--- config.mk ---
export PLATFORM = sky130hd
export DESIGN_NAME = scpc_ctrl
export DESIGN_NICKNAME = d
export VERILOG_FILES = /design/src/rtl/scpc_pkg.sv /design/src/rtl/scpc_ctrl.sv /design/src/rtl/scpc_tick_div.sv
export SDC_FILE = /design/constraint.sdc
export NUM_CORES = 1
export LEC_CHECK = 0
export ABC_CLOCK_PERIOD_IN_PS = 4450
export BUFFER_PORTS_ARGS = -buffer_cell sky130_fd_sc_hd__clkbuf_2
export CORE_ASPECT_RATIO = 0.6
export CORE_MARGIN = 4
export CORE_UTILIZATION = 51
export DETAILED_ROUTE_END_ITERATION = 6
export PLACE_DENSITY = 0.9
export RECOVER_POWER = 50
export SYNTH_ARGS = -nofsm -noshare
export SYNTH_HDL_FRONTEND = slang
export SYNTH_HIERARCHICAL = 1
export SYNTH_SLANG_ARGS = --single-unit
--- constraint.sdc ---
create_clock -name clk_i -period 4.45 [get_ports clk_i]
set_clock_uncertainty 0.2 [all_clocks]
set_input_delay 0.445 -clock clk_i [delete_from_list [all_inputs] [get_ports clk_i]]
set_output_delay 0.445 -clock clk_i [all_outputs]
set_load 0.01 [all_outputs]
--- src/rtl/scpc_pkg.sv ---
// constants of the system clock prescaler controller
package scpc_pkg;
   // register indices; the byte address is four times the index
   localparam logic [7:0] IDX_MCU_CONTROL   = 8'h55;
   localparam logic [7:0] IDX_CLOCK_PRESC   = 8'h61;
   localparam logic [7:0] IDX_TRIM_A        = 8'h66;
   localparam logic [7:0] IDX_TRIM_B        = 8'h67;
   localparam logic [7:0] IDX_TRIM_UNLOCK   = 8'h68;
   localparam logic [7:0] IDX_PLL_CTRL_STAT = 8'hd8;

   // field positions
   localparam int BIT_CLOCK_OUT_ENABLE  = 5;
   localparam int BIT_PRESC_CHANGE_EN   = 7;
   localparam int BIT_PLL_SLEEP_OVR     = 5;
   localparam int BIT_PLL_LOCK          = 4;
   localparam int BIT_LOCK_CHANGE_FLAG  = 1;
   localparam int BIT_LOCK_CHANGE_IE    = 0;

   // writable masks; other bits read zero, except the pll lock status and lock change flag
   localparam logic [7:0] MASK_MCU_CONTROL = 8'h20;
   localparam logic [7:0] MASK_PLL_CTRL    = 8'h21;

   // reset values and keys
   localparam logic [7:0] RST_MCU_CONTROL  = 8'h00;
   localparam logic [1:0] SEL_DIV1         = 2'h0;
   localparam logic [1:0] SEL_DIV8         = 2'h3;
   localparam logic [7:0] PRESC_UNLOCK_VAL = 8'h80;
   localparam logic [7:0] TRIM_UNLOCK_KEY  = 8'hd8;

   // timing counts: change window in system clock cycles, adc divide in pll clock cycles
   localparam logic [2:0] CHANGE_WINDOW_CYC = 3'h4;
   localparam int         ADC_DIVIDE        = 28;

   // sleep mode encoding on sleep_mode_i
   typedef enum logic [1:0] {
      SCPC_IDLE       = 2'b00,
      SCPC_RESERVED   = 2'b01,
      SCPC_POWER_DOWN = 2'b10,
      SCPC_POWER_SAVE = 2'b11
   } scpc_sleep_t;
endpackage : scpc_pkg

--- src/rtl/scpc_ctrl.sv ---
// system clock prescaler controller: prescaler, clock out, adc divider, trims and pll status
//
// Notes on behaviour
// - select field divides the source clock by 1, 2, 4 or 8.
// - prescaled clock drives cpu, io and flash clock enables.
// - division changes are glitch free, never faster than old or new.
// - new ratio active between T1+T2 and T1+2*T2, two edges meanwhile.
// - prescaler is a counter on the undivided clock, not readable.
// - change enable sets only on a write of exactly bit 7 alone.
// - change enable clears after four cycles or on a select write.
// - rewriting change enable neither restarts the timeout nor clears it.
// - select loads 00, or 11 when the divide-by-eight fuse is programmed.
// - any select value is accepted regardless of the fuse.
// - clock out enable drives cpu clock divided by 2 on the pin.
// - clock out pin stops toggling in every sleep mode.
// - adc clock is the pll clock divided by 28 when selected.
// - both trim registers load factory values during reset.
// - trim registers are guarded by a timed unlock sequence.
// - lock status in bit 4; unlocked pll output is halved for the prescaler, not for the adc.
// - lock change flag sets on any lock edge, cleared by one or ack.
// - interrupt request only while enable and flag are both set.
// - sleep override bit keeps pll on in power-save and power-down.
// - reserved bits read zero and ignore writes.
// - with override set, slow osc and pll run in power-down.
// - the pll clock, fed by the slow osc, is the prescaler source.
//
// The Wishbone interface to the registers was decided locally.
`timescale 1ns/1ps
module scpc_ctrl (
   // clock (undivided pll clock) and reset
   input  wire logic        clk_i,
   input  wire logic        rst_i,
   // wishbone classic slave
   input  wire logic        cyc_i,
   input  wire logic        stb_i,
   input  wire logic        we_i,
   input  wire logic [9:0]  adr_i,
   input  wire logic [3:0]  sel_i,
   input  wire logic [31:0] dat_i,
   output logic [31:0]      dat_o,
   output logic             ack_o,
   // straps and factory data, static from the fuse block
   input  wire logic        div_by_eight_fuse_i,
   input  wire logic [7:0]  trim_factory_a_i,
   input  wire logic [7:0]  trim_factory_b_i,
   // pll and power management
   input  wire logic        pll_lock_i,
   input  wire logic        sleep_i,
   input  wire logic [1:0]  sleep_mode_i,
   input  wire logic        adc_src_pll_i,
   input  wire logic        irq_ack_i,
   // clock enables and pin
   output logic             cpu_clk_en_o,
   output logic             io_clk_en_o,
   output logic             flash_clk_en_o,
   output logic             adc_clk_en_o,
   output logic             clock_out_pin_o,
   // analog controls and interrupt
   output logic [7:0]       trim_value_a_o,
   output logic [7:0]       trim_value_b_o,
   output logic             pll_run_o,
   output logic             slow_osc_run_o,
   output logic             lock_change_irq_o
);
   // ---------------- bus decode ----------------
   logic       ack;
   logic [7:0] rd_byte;
   wire  [7:0] idx      = adr_i[9:2];
   wire        req      = cyc_i & stb_i;
   wire        wr_take  = req & we_i & ack & sel_i[0];
   wire  [7:0] wdat     = dat_i[7:0];
   wire        hit_mcu  = (idx == scpc_pkg::IDX_MCU_CONTROL);
   wire        hit_clk  = (idx == scpc_pkg::IDX_CLOCK_PRESC);
   wire        hit_ta   = (idx == scpc_pkg::IDX_TRIM_A);
   wire        hit_tb   = (idx == scpc_pkg::IDX_TRIM_B);
   wire        hit_tu   = (idx == scpc_pkg::IDX_TRIM_UNLOCK);
   wire        hit_pll  = (idx == scpc_pkg::IDX_PLL_CTRL_STAT);
   wire        wr_mcu   = wr_take & hit_mcu;
   wire        wr_clk   = wr_take & hit_clk;
   wire        wr_pll   = wr_take & hit_pll;

   // answer one cycle after the request, drop ack the cycle after
   always_ff @(posedge clk_i) begin
      if (rst_i) begin
         ack   <= 1'b0;
         dat_o <= 32'h0000_0000;
      end else begin
         ack   <= req & ~ack;
         dat_o <= {24'h00_0000, rd_byte};
      end
   end
   assign ack_o = ack;

   // ---------------- lock synchroniser ----------------
   logic lock_meta;
   logic lock_q;
   logic lock_prev;
   always_ff @(posedge clk_i) begin
      if (rst_i) begin
         lock_meta <= 1'b0;
         lock_q    <= 1'b0;
         lock_prev <= 1'b0;
      end else begin
         lock_meta <= pll_lock_i;
         lock_q    <= lock_meta;
         lock_prev <= lock_q;
      end
   end
   wire lock_edge = lock_q ^ lock_prev;

   // ---------------- base clock ----------------
   // halve when unlocked
   logic half_phase;
   always_ff @(posedge clk_i) begin
      if (rst_i) begin
         half_phase <= 1'b0;
      end else begin
         half_phase <= ~half_phase;
      end
   end
   // pll clock is the prescaler source
   wire base_tick = lock_q | half_phase;

   // ---------------- prescaler ----------------
   logic [1:0] presc_sel;
   logic [1:0] active_sel;
   logic [2:0] ripple;
   logic       fuse_done;
   wire  [2:0] div_mask = (active_sel == 2'h0) ? 3'h0 :
                          (active_sel == 2'h1) ? 3'h1 :
                          (active_sel == 2'h2) ? 3'h3 : 3'h7;
   // ratio taken from the active select
   wire        sys_tick = base_tick & ((ripple & div_mask) == div_mask);
   wire        switch_now = sys_tick & (presc_sel != active_sel);

   // ripple counter on the undivided clock, never exposed
   // new ratio is adopted only at an old period boundary
   // counter restarts so the next edge comes one new period later
   always_ff @(posedge clk_i) begin
      if (rst_i) begin
         ripple <= 3'h0;
      end else if (switch_now) begin
         ripple <= 3'h0;
      end else if (base_tick) begin
         ripple <= ripple + 3'h1;
      end
   end

   always_ff @(posedge clk_i) begin
      if (rst_i) begin
         active_sel <= scpc_pkg::SEL_DIV1;
      end else if (switch_now || !fuse_done) begin
         active_sel <= presc_sel;
      end
   end

   // ---------------- change enable window ----------------
   logic       change_en;
   logic [2:0] change_cnt;
   wire        unlock_wr = wr_clk & (wdat == scpc_pkg::PRESC_UNLOCK_VAL);
   wire        select_wr = wr_clk & change_en & ~wdat[scpc_pkg::BIT_PRESC_CHANGE_EN];
   wire        window_end = change_en & sys_tick &
                            (change_cnt == scpc_pkg::CHANGE_WINDOW_CYC - 3'h1);

   // only the exact unlock value opens the window
   // a repeated unlock inside the window changes nothing
   // close on timeout or on the select write
   always_ff @(posedge clk_i) begin
      if (rst_i) begin
         change_en  <= 1'b0;
         change_cnt <= 3'h0;
      end else if (select_wr || window_end) begin
         change_en  <= 1'b0;
         change_cnt <= 3'h0;
      end else if (unlock_wr && !change_en) begin
         change_en  <= 1'b1;
         change_cnt <= 3'h0;
      end else if (change_en && sys_tick) begin
         change_cnt <= change_cnt + 3'h1;
      end
   end

   // fuse picks the select value after reset
   // any select value is accepted once unlocked
   always_ff @(posedge clk_i) begin
      if (rst_i) begin
         presc_sel <= scpc_pkg::SEL_DIV1;
         fuse_done <= 1'b0;
      end else if (!fuse_done) begin
         presc_sel <= div_by_eight_fuse_i ? scpc_pkg::SEL_DIV8 : scpc_pkg::SEL_DIV1;
         fuse_done <= 1'b1;
      end else if (select_wr) begin
         presc_sel <= wdat[1:0];
      end
   end

   // ---------------- control registers ----------------
   logic [7:0] mcu_control;
   logic       pll_sleep_override;
   logic       lock_change_irq_enable;
   logic       lock_change_flag;
   wire        clock_out_enable = mcu_control[scpc_pkg::BIT_CLOCK_OUT_ENABLE];
   wire        flag_clear = irq_ack_i | (wr_pll & wdat[scpc_pkg::BIT_LOCK_CHANGE_FLAG]);

   always_ff @(posedge clk_i) begin
      if (rst_i) begin
         mcu_control            <= scpc_pkg::RST_MCU_CONTROL;
         pll_sleep_override     <= 1'b0;
         lock_change_irq_enable <= 1'b0;
      end else begin
         if (wr_mcu) begin
            mcu_control <= wdat & scpc_pkg::MASK_MCU_CONTROL;
         end
         if (wr_pll) begin
            pll_sleep_override     <= wdat[scpc_pkg::BIT_PLL_SLEEP_OVR];
            lock_change_irq_enable <= wdat[scpc_pkg::BIT_LOCK_CHANGE_IE];
         end
      end
   end

   // any lock edge sets the flag; set beats a same-cycle clear
   always_ff @(posedge clk_i) begin
      if (rst_i) begin
         lock_change_flag <= 1'b0;
      end else if (lock_edge) begin
         lock_change_flag <= 1'b1;
      end else if (flag_clear) begin
         lock_change_flag <= 1'b0;
      end
   end

   // ---------------- trim registers ----------------
   logic       trim_open;
   logic [2:0] trim_cnt;
   wire        trim_key_wr = wr_take & hit_tu & (wdat == scpc_pkg::TRIM_UNLOCK_KEY);
   wire        trim_wr_a   = wr_take & hit_ta & trim_open;
   wire        trim_wr_b   = wr_take & hit_tb & trim_open;

   // key write opens a short window; any trim write closes it
   always_ff @(posedge clk_i) begin
      if (rst_i) begin
         trim_open <= 1'b0;
         trim_cnt  <= 3'h0;
      end else if (trim_wr_a || trim_wr_b ||
                   (trim_open && sys_tick && trim_cnt == scpc_pkg::CHANGE_WINDOW_CYC - 3'h1)) begin
         trim_open <= 1'b0;
         trim_cnt  <= 3'h0;
      end else if (trim_key_wr && !trim_open) begin
         trim_open <= 1'b1;
         trim_cnt  <= 3'h0;
      end else if (trim_open && sys_tick) begin
         trim_cnt <= trim_cnt + 3'h1;
      end
   end

   // factory values load during reset (synchronous load)
   always_ff @(posedge clk_i) begin
      if (rst_i) begin
         trim_value_a_o <= trim_factory_a_i;
         trim_value_b_o <= trim_factory_b_i;
      end else begin
         if (trim_wr_a) begin
            trim_value_a_o <= wdat;
         end
         if (trim_wr_b) begin
            trim_value_b_o <= wdat;
         end
      end
   end

   // ---------------- read mux ----------------
   // reserved bits read zero; ripple state has no read path
   // lock state shown in bit 4
   wire [7:0] rd_pll = {2'h0, pll_sleep_override, lock_q, 2'h0,
                        lock_change_flag, lock_change_irq_enable};
   wire [7:0] rd_clk = {change_en, 5'h00, presc_sel};
   assign rd_byte = hit_mcu ? mcu_control :
                    hit_clk ? rd_clk :
                    hit_ta  ? trim_value_a_o :
                    hit_tb  ? trim_value_b_o :
                    hit_tu  ? {7'h00, trim_open} :
                    hit_pll ? rd_pll : 8'h00;

   // ---------------- sleep decode ----------------
   wire in_pdown = sleep_i & (sleep_mode_i == scpc_pkg::SCPC_POWER_DOWN);
   wire in_psave = sleep_i & (sleep_mode_i == scpc_pkg::SCPC_POWER_SAVE);

   // ---------------- clock outputs ----------------
   wire adc_tick;
   scpc_tick_div #(
      .DIVIDE (scpc_pkg::ADC_DIVIDE),
      .W      (5)
   ) u_adc_div (
      .clk_i  (clk_i),
      .rst_i  (rst_i),
      .en_i   (adc_src_pll_i),
      .tick_o (adc_tick)
   );

   // one system tick drives cpu, io and flash; cpu and flash halt in sleep
   // adc runs on the fixed divider of the raw pll clock
   // override keeps the pll running in power-save and power-down
   // slow osc also kept alive in power-down by the override
   always_ff @(posedge clk_i) begin
      if (rst_i) begin
         cpu_clk_en_o      <= 1'b0;
         io_clk_en_o       <= 1'b0;
         flash_clk_en_o    <= 1'b0;
         adc_clk_en_o      <= 1'b0;
         pll_run_o         <= 1'b1;
         slow_osc_run_o    <= 1'b1;
         lock_change_irq_o <= 1'b0;
      end else begin
         cpu_clk_en_o      <= sys_tick & ~sleep_i;
         flash_clk_en_o    <= sys_tick & ~sleep_i;
         io_clk_en_o       <= sys_tick & ~in_pdown & ~in_psave;
         adc_clk_en_o      <= adc_tick;
         pll_run_o         <= pll_sleep_override | ~(in_pdown | (in_psave & ~adc_src_pll_i));
         slow_osc_run_o    <= pll_sleep_override | ~in_pdown;
         // request only while enabled and flagged
         lock_change_irq_o <= lock_change_irq_enable & lock_change_flag;
      end
   end

   // toggle on each cpu tick gives cpu clock over two
   always_ff @(posedge clk_i) begin
      if (rst_i) begin
         clock_out_pin_o <= 1'b0;
      end else if (!clock_out_enable) begin
         clock_out_pin_o <= 1'b0;
      end else if (sys_tick && !sleep_i) begin
         clock_out_pin_o <= ~clock_out_pin_o;
      end
   end

   // ---------------- checks ----------------
   // base ticks seen since the last system tick
   logic [2:0] base_gap;
   logic [4:0] adc_gap;
   always_ff @(posedge clk_i) begin
      if (rst_i) begin
         base_gap <= 3'h0;
         adc_gap  <= 5'h1f;
      end else begin
         if (sys_tick) begin
            base_gap <= 3'h0;
         end else if (base_tick) begin
            base_gap <= base_gap + 3'h1;
         end
         // saturated means unknown phase: the first period after enabling is not timed
         if (adc_tick) begin
            adc_gap <= 5'h00;
         end else if (!adc_src_pll_i) begin
            adc_gap <= 5'h1f;
         end else if (adc_gap != 5'h1f) begin
            adc_gap <= adc_gap + 5'h01;
         end
      end
   end

   // every system period is exactly one active-ratio period
   a_tick_spacing: assert property (@(posedge clk_i) disable iff (rst_i)
      sys_tick && fuse_done |-> base_gap == div_mask)
      else $error("system tick spacing does not match the ratio");

   // window opens only from the exact unlock value
   a_pce_opens: assert property (@(posedge clk_i) disable iff (rst_i)
      $rose(change_en) |-> $past(wr_clk) && $past(wdat) == scpc_pkg::PRESC_UNLOCK_VAL)
      else $error("change enable set without unlock write");

   // window closes within five slowest system periods
   a_pce_timeout: assert property (@(posedge clk_i) disable iff (rst_i)
      $rose(change_en) |-> ##[1:80] !change_en)
      else $error("change enable stayed open too long");

   // select changes only through an open window
   a_sel_guarded: assert property (@(posedge clk_i) disable iff (rst_i)
      fuse_done && $past(fuse_done) && $changed(presc_sel) |-> $past(change_en))
      else $error("select changed without change enable");

   // lock edge raises the flag one cycle later, three cycles after the pin changes
   a_flag_sets: assert property (@(posedge clk_i) disable iff (rst_i)
      lock_edge |=> lock_change_flag)
      else $error("lock edge missed");

   // request follows enable and flag by one cycle
   a_irq_gate: assert property (@(posedge clk_i) disable iff (rst_i)
      lock_change_irq_o |-> $past(lock_change_irq_enable) && $past(lock_change_flag))
      else $error("interrupt without enable and flag");

   a_clkout_sleep: assert property (@(posedge clk_i) disable iff (rst_i)
      $past(sleep_i) && $past(clock_out_enable) |-> $stable(clock_out_pin_o))
      else $error("clock out toggled during sleep");

   // adc ticks exactly 28 clocks apart
   a_adc_period: assert property (@(posedge clk_i) disable iff (rst_i)
      adc_tick && $past(adc_src_pll_i, 28) && adc_gap != 5'h1f |-> adc_gap == 5'd27)
      else $error("adc tick spacing wrong");

   // trims change only inside the unlock window
   a_trim_guard: assert property (@(posedge clk_i) disable iff (rst_i)
      $changed(trim_value_a_o) || $changed(trim_value_b_o) |-> $past(trim_open))
      else $error("trim changed while locked");

   c_unlock: cover property (@(posedge clk_i) disable iff (rst_i) $rose(change_en));
   c_switch: cover property (@(posedge clk_i) disable iff (rst_i) switch_now);
   c_flag:   cover property (@(posedge clk_i) disable iff (rst_i) $rose(lock_change_irq_o));
   c_trim:   cover property (@(posedge clk_i) disable iff (rst_i) trim_wr_a);
endmodule : scpc_ctrl

--- src/rtl/scpc_tick_div.sv ---
// fixed ratio divider producing a one-cycle tick every DIVIDE enables
`timescale 1ns/1ps
module scpc_tick_div #(
   parameter int DIVIDE = 28,
   parameter int W      = 5
) (
   // clock and reset
   input  wire logic clk_i,
   input  wire logic rst_i,
   // enable in, tick out
   input  wire logic en_i,
   output logic      tick_o
);
   localparam logic [W-1:0] LAST = W'(DIVIDE - 1);

   logic [W-1:0] count;
   wire          at_last = (count == LAST);

   // count enables, wrap at the last one
   always_ff @(posedge clk_i) begin
      if (rst_i) begin
         count  <= '0;
         tick_o <= 1'b0;
      end else begin
         tick_o <= en_i & at_last;
         if (en_i) begin
            count <= at_last ? '0 : count + W'(1);
         end
      end
   end
endmodule : scpc_tick_div
==> results.toml, run 1 <==
[status]
status = "completed"

[timing]
max_freq_mhz = 426
maxSlewHeadroom = 0.398
worst_pin_slew_ns = 0.902
timing.final.crit_period_ns = 2.35
tns_ns = 0
grt_setup_unrepaired = "no"
slew_viol_final = 0
final.period_utilization = 0.528
final-hold-violation-count = 0
setup_viol = 0

[cts]
cts.reportedPaths.clkPinSlew_ns = 0.07
cts_hold_buffers = 0
htreeDepth = 3
post_cts_buffers = 0
cts_root_buffer = "clkbuf_8"
tritoncts = "yes"
clk_path_buf_depth = 2
ctsResizeCount = 0
clk-insertion-delay-late_ns = 0.34
clkSinkCount = 62
cts_buffers = 9

[hold_path]
hold_class = "in2reg"
min_from = "pll_lock_i"
whs_path_depth = 2

[final_layout]
seqCellArea_um2 = 1400
fin_nets = 478
fin_util = 0.618
area_delta_synth_final_pct = 16.9
multi_input_area_um2 = 1370
fillers = 490
diodes = 0
design_area_um2 = 3440
layout-drive-gt1-share = 0.161
finalNonFillerCells = 483

[critical_path]
rr_worst_depth = 5
crit_required_ns = 4.52
ff2ff_setup_slack_ns = 2.40
arrival_ns = 2.42
path_max_fanout = 44
start_kind = "input port"
path_class = "in2reg"
timing.rr.start = "lock_q"
crit_path_end_kind = "register"
critPathLaunch = "rst_i"

[pwr]
leakage_nw = 1.43
peakVddDrop_uv = 219
p_per_area_nw_per_um2 = 350
total_power_mw = 1.20

[synth]
synth-async-reset-ratio = 0
yosysSeqAreaShare = 0.476
syn_inst = 319
synth_seq_cells = 62
netlist_area_um2 = 2940
yosysWarnings = 6
synth_edf_count = 16
ys_types = 53
ys_dominant_reg_cell = "dfxtp_1"
syn_avg_cell_area_um2 = 9.23

[placement]
dpl.hpwl_um = 5520
globalplace.congestion = 0.943
io_buffers = 77
place_inst = 467
place_area_um2 = 3310

[detailed_routing]
drt_wl_total_um = 7380
vias = 2568
dr_wl_met2_um = 3350
wl_met1_um = 3080
post-route-drc-count = 0
vias_per_cell = 5.32
wl_met3_um = 827
drt_iter0_drc = 279
highest_layer = "met4"
ant_nets = 0
wl_per_cell_um = 15.3
drtPass1Iterations = 4

[grt]
overflow = 0
grt_antenna_before_repair = 0
grt_pass1_wl_um = 11300
grt_pass1_vias = 2416
grt_start_max_net_pins = 45
grt_usage = 0.209

[floorplan]
dieHeight_um = 66.9
dieArea_um2 = 7090
io_pins = 131
rows = 21
initial_utilization = 0.529
coreArea_um2 = 5570
die_w_um = 106

[job]
drv_cap = 0
==> kinds of logic after synthesis <==
| kind of cell | synth area share |
|---|---|
| AND/OR/NAND/NOR | 0.258 |
| XOR/XNOR | 0.0268 |
| flip-flops | 0.476 |
| other | 0.00127 |
| multiplexers | 0.0340 |
| buffers and inverters | 0.0875 |
| adder cells (fa/ha/maj) | 0.0255 |
| AO/OA/AOI/OAI | 0.0905 |
==> layout by cell type, fill, tap and decap left out, drive strengths merged, types with 3 or more instances in the layout <==
cell and count:
a21boi 3, a21oi 19, and2 3, and3 4
clkbuf 92, conb 24, dfxtp 46, edfxtp 16
ha 6, inv 9, mux2i 10, nand2 63
nand2b 3, nand3 10, nand3b 5, nor2 15
nor2b 5, nor3 10, nor4 3, o21ai 12
or3 6, or4 4, xnor2 8
==> critical path, stage by stage <==
cell and delay, ns:
clkbuf_2 0.49, inv_1 0.64, nand2_1 0.28, or3_1 0.41
a21oi_1 0.13
==> metrics by stage <==
stage | hold slack (ns) | setup slack [ns]
after global routing | 0.0980 | 2.04
after CTS | 0.0984 | 2.17
after detailed placement | 0.225 | 1.85
final | 0.114 | 2.10
after global placement | 0.218 | 1.87
after floorplan | 0.203 | 2.16
==> cells in the mapped netlist, drive strengths merged, types with 2 or more instances <==
library cell | n | share of area
nand3 | 10 | 0.017
and3 | 4 | 0.010
nand4b | 2 | 0.0060
nand3b | 5 | 0.013
or4 | 4 | 0.010
edfxtp | 16 | 0.16
nor2b | 5 | 0.011
nor3 | 10 | 0.021
buf | 31 | 0.072
nor2 | 15 | 0.019
dfxtp | 46 | 0.31
ha | 6 | 0.025
nand2 | 63 | 0.081
or3b | 2 | 0.0060
clkbuf | 3 | 0.0038
or3 | 6 | 0.013
a21oi | 19 | 0.034
xnor2 | 8 | 0.024
inv | 9 | 0.011
o21ai | 12 | 0.020
mux2i | 10 | 0.034
nand4 | 2 | 0.0042
nand2b | 3 | 0.0064
a21boi | 3 | 0.0076
nor4 | 3 | 0.0085
and2 | 3 | 0.0064
==> path summary, 6_finish.rpt <==
path / endpoint
setup / recovery: dat_o[4]
hold / removal: lock_meta
setup reg to reg: trim_cnt[1]
hold reg to reg: lock_q
==> per-layer routing <==
| layer | up-vias | track usage |
|---|---|---|
| li1 | 1219 | - |
| met1 | 1214 | 0.264 |
| met2 | 118 | 0.317 |
| met3 | 17 | 0.101 |
| met4 | 0 | 0.0662 |
| met5 | - | 0 |
==> power by group <==
part	switching [mW]	leakage, nW	internal, mW
Clock	0.202	0.0937	0.248
Combinational	0.0831	0.808	0.0486
Sequential	0.0170	0.530	0.606
Total	0.302	1.43	0.902
==> registers in the layout, indices dropped and copies added (netlist names), 2 cells and up <==
signal,cells
active_sel,2
change_cnt,3
dat_o,8
presc_sel,2
ripple,3
trim_cnt,3
trim_value_a_o,8
trim_value_b_o,8
u_adc_div/count,5
==> cell type report <==
type                            instances  area share
Tap cell                               80      0.0291
Timing Repair Buffer                   79       0.104
Inverter                                9     0.00982
Clock inverter                          1     0.00145
Multi-Input combinational cell        237       0.397
Sequential cell                        62       0.407
Clock buffer                           15      0.0513
Note: power is estimated with default switching activity, not from simulation.
==> inputs of run 2 (changes only) <==
ABC_CLOCK_PERIOD_IN_PS = 1900   (was 4450)
CORE_UTILIZATION = 43   (was 51)
PLACE_DENSITY = 0.82   (was 0.9)
clock period = 1.9 ns   (was 4.45 ns; I/O delays follow)
==> results.toml, run 2 (same netlist as run 1, synthesis figures left out) <==
[pwr]
power_frac_comb = 0.111
p_per_area_nw_per_um2 = 879
netSwitchingPower_mw = 0.850
leakage_nw = 1.72
total_power_mw = 3.59
peakVddDrop_uv = 465
power_frac_clock = 0.480
switching_share = 0.237
p_seq_frac = 0.409
p_int_mw = 2.74

[cts]
htreeDepth = 3
cts.reportedPaths.clkPinSlew_ns = 0.05
clk_path_buf_depth = 2
cts_root_buffer = "clkbuf_16"
clk-insertion-delay-late_ns = 0.33
clkSinkCount = 62
cts_buffers = 9
post_cts_buffers = 0
tritoncts = "yes"

[grt]
grtUsageMet3 = 0.0942
grt_pass1_wl_um = 14200
grt_usage = 0.223
met1_usage = 0.274
grt-busiest-layer = "met2"
met2_usage = 0.355
grt_start_max_net_pins = 33
grt_antenna_before_repair = 0
grt_pass1_vias = 2863
overflow = 0

[detailed_routing]
drt_wl_total_um = 9150
wl_per_cell_um = 16.8
drtPass1Iterations = 6
vias_per_cell = 5.25
post-route-drc-count = 0
vias = 2849
ant_nets = 0
drt_iter0_drc = 371

[critical_path]
arrival_ns = 1.87
path_max_fanout = 3
crit_required_ns = 1.91
crit_path_end_kind = "register"
crit_family = "simple AND/OR/NAND/NOR gates"
path_class = "in2reg"
max_stage_delay_ns = 0.52
crit_slowest_cell = "dlygate4sd3_1"
start_kind = "input port"
crit_chain = "dlygate4sd3_1, clkbuf_2, and4_1, nand4_1, nor4_1, nand2b_1, a21oi_1"
crit_buf_inv = 2

[timing]
max_freq_mhz = 537
finalHoldWorstSlack_ns = 0.00768
tns_ns = 0
setup_viol = 0
slew_viol_final = 0
final.period_utilization = 0.979
final-hold-violation-count = 0
timing.final.crit_period_ns = 1.86

[placement]
io_buffers = 77
dpl.hpwl_um = 6090
globalplace.congestion = 0.886

[final_layout]
mostFrequentLayoutCells = "61 x nand2_1, 46 x dfxtp_1, 43 x clkbuf_2, 35 x clkbuf_1, 30 x dlygate4sd3_1"
area_delta_synth_final_pct = 38.7
diodes = 0
layout-drive-gt1-share = 0.211
fin_nets = 531
reg_top3 = "dat_o (8), trim_value_a_o (8), trim_value_b_o (8)"
final_common_cell = "nand2_1"

[floorplan]
rows = 23
dieArea_um2 = 8280
io_pins = 131
die_w_um = 115
initial_utilization = 0.443
dieHeight_um = 72.1
coreArea_um2 = 6650

[status]
status = "completed"

[hold_path]
hold_class = "in2reg"

[job]
drv_cap = 0
## run 2: changes by cell type in the layout (fill, tap and decap cells not counted), sizes merged
cell,delta
buf,+23
bufinv,+2
clkbuf,-5
clkinv,+2
clkinvlp,+1
dlygate4sd3,+30
## run 2: stage by stage
step / area [µm²] / util / std cells / worst slack (ns)
finish: 4080 / 0.614 / 543 / 0.0393
global route: 4080 / 0.614 / 543 / -0.0621
floorplan: 3030 / - / 342 / -0.208
CTS: 4100 / 0.617 / 543 / 0.0538
detailed placement: 3490 / 0.525 / 497 / -0.0684
global placement: 3490 / 0.525 / 497 / -0.0188
## run 2: power by group through the flow
stage	Clock (mW)	Sequential, mW	Combinational, mW
finish	1.72	1.47	0.399
global route	1.80	1.47	0.435
CTS	1.73	1.46	0.388
detailed placement	0	1.49	0.336
global placement	0	1.48	0.325
floorplan	0	1.50	0.193
## run 2: final timing paths
kind                                  startpoint                end  slack [ns]  cells past startpoint
worst max-delay path                       stb_i        trim_cnt[2]        0.04                      7
worst min-delay path                    dat_i[2]  trim_value_b_o[2]       0.008                      3
worst max register to register        half_phase      active_sel[0]        0.10                      6
worst min register to register  u_adc_div/tick_o       adc_clk_en_o        0.23                      1
## run 2: cell type report
cell class                      instances  area [µm²]
Tap cell                               87         109
Sequential cell                        62        1400
Inverter                                9        33.8
Timing Repair Buffer                  132         835
Multi-Input combinational cell        237        1390
Clock inverter                          6        86.3
Clock buffer                           10         229
Fill cell                             523        2560
## run 2: routing by layer
layer,wire length (µm),share of wire
met1,3800,0.42
met2,4150,0.45
met3,966,0.11
met4,233,0.025
met5,0,0
## run 2: what timing repair did
item | 4_1_cts | 5_1_grt
hold endpoints to repair | 27 | 0
endpoints found under the setup margin | 0 | 24
resized for setup | 0 | 10
hold buffers | 30 | 0
## run 2: worst reg2reg max path, delay by kind of cell, from the launching register on
family | cells | cell delay, ns
buffers and inverters | 1 | 0.17
multiplexers | 1 | 0.25
AO/OA/AOI/OAI | 2 | 0.43
flip-flops | 1 | 0.33
AND/OR/NAND/NOR | 2 | 0.29
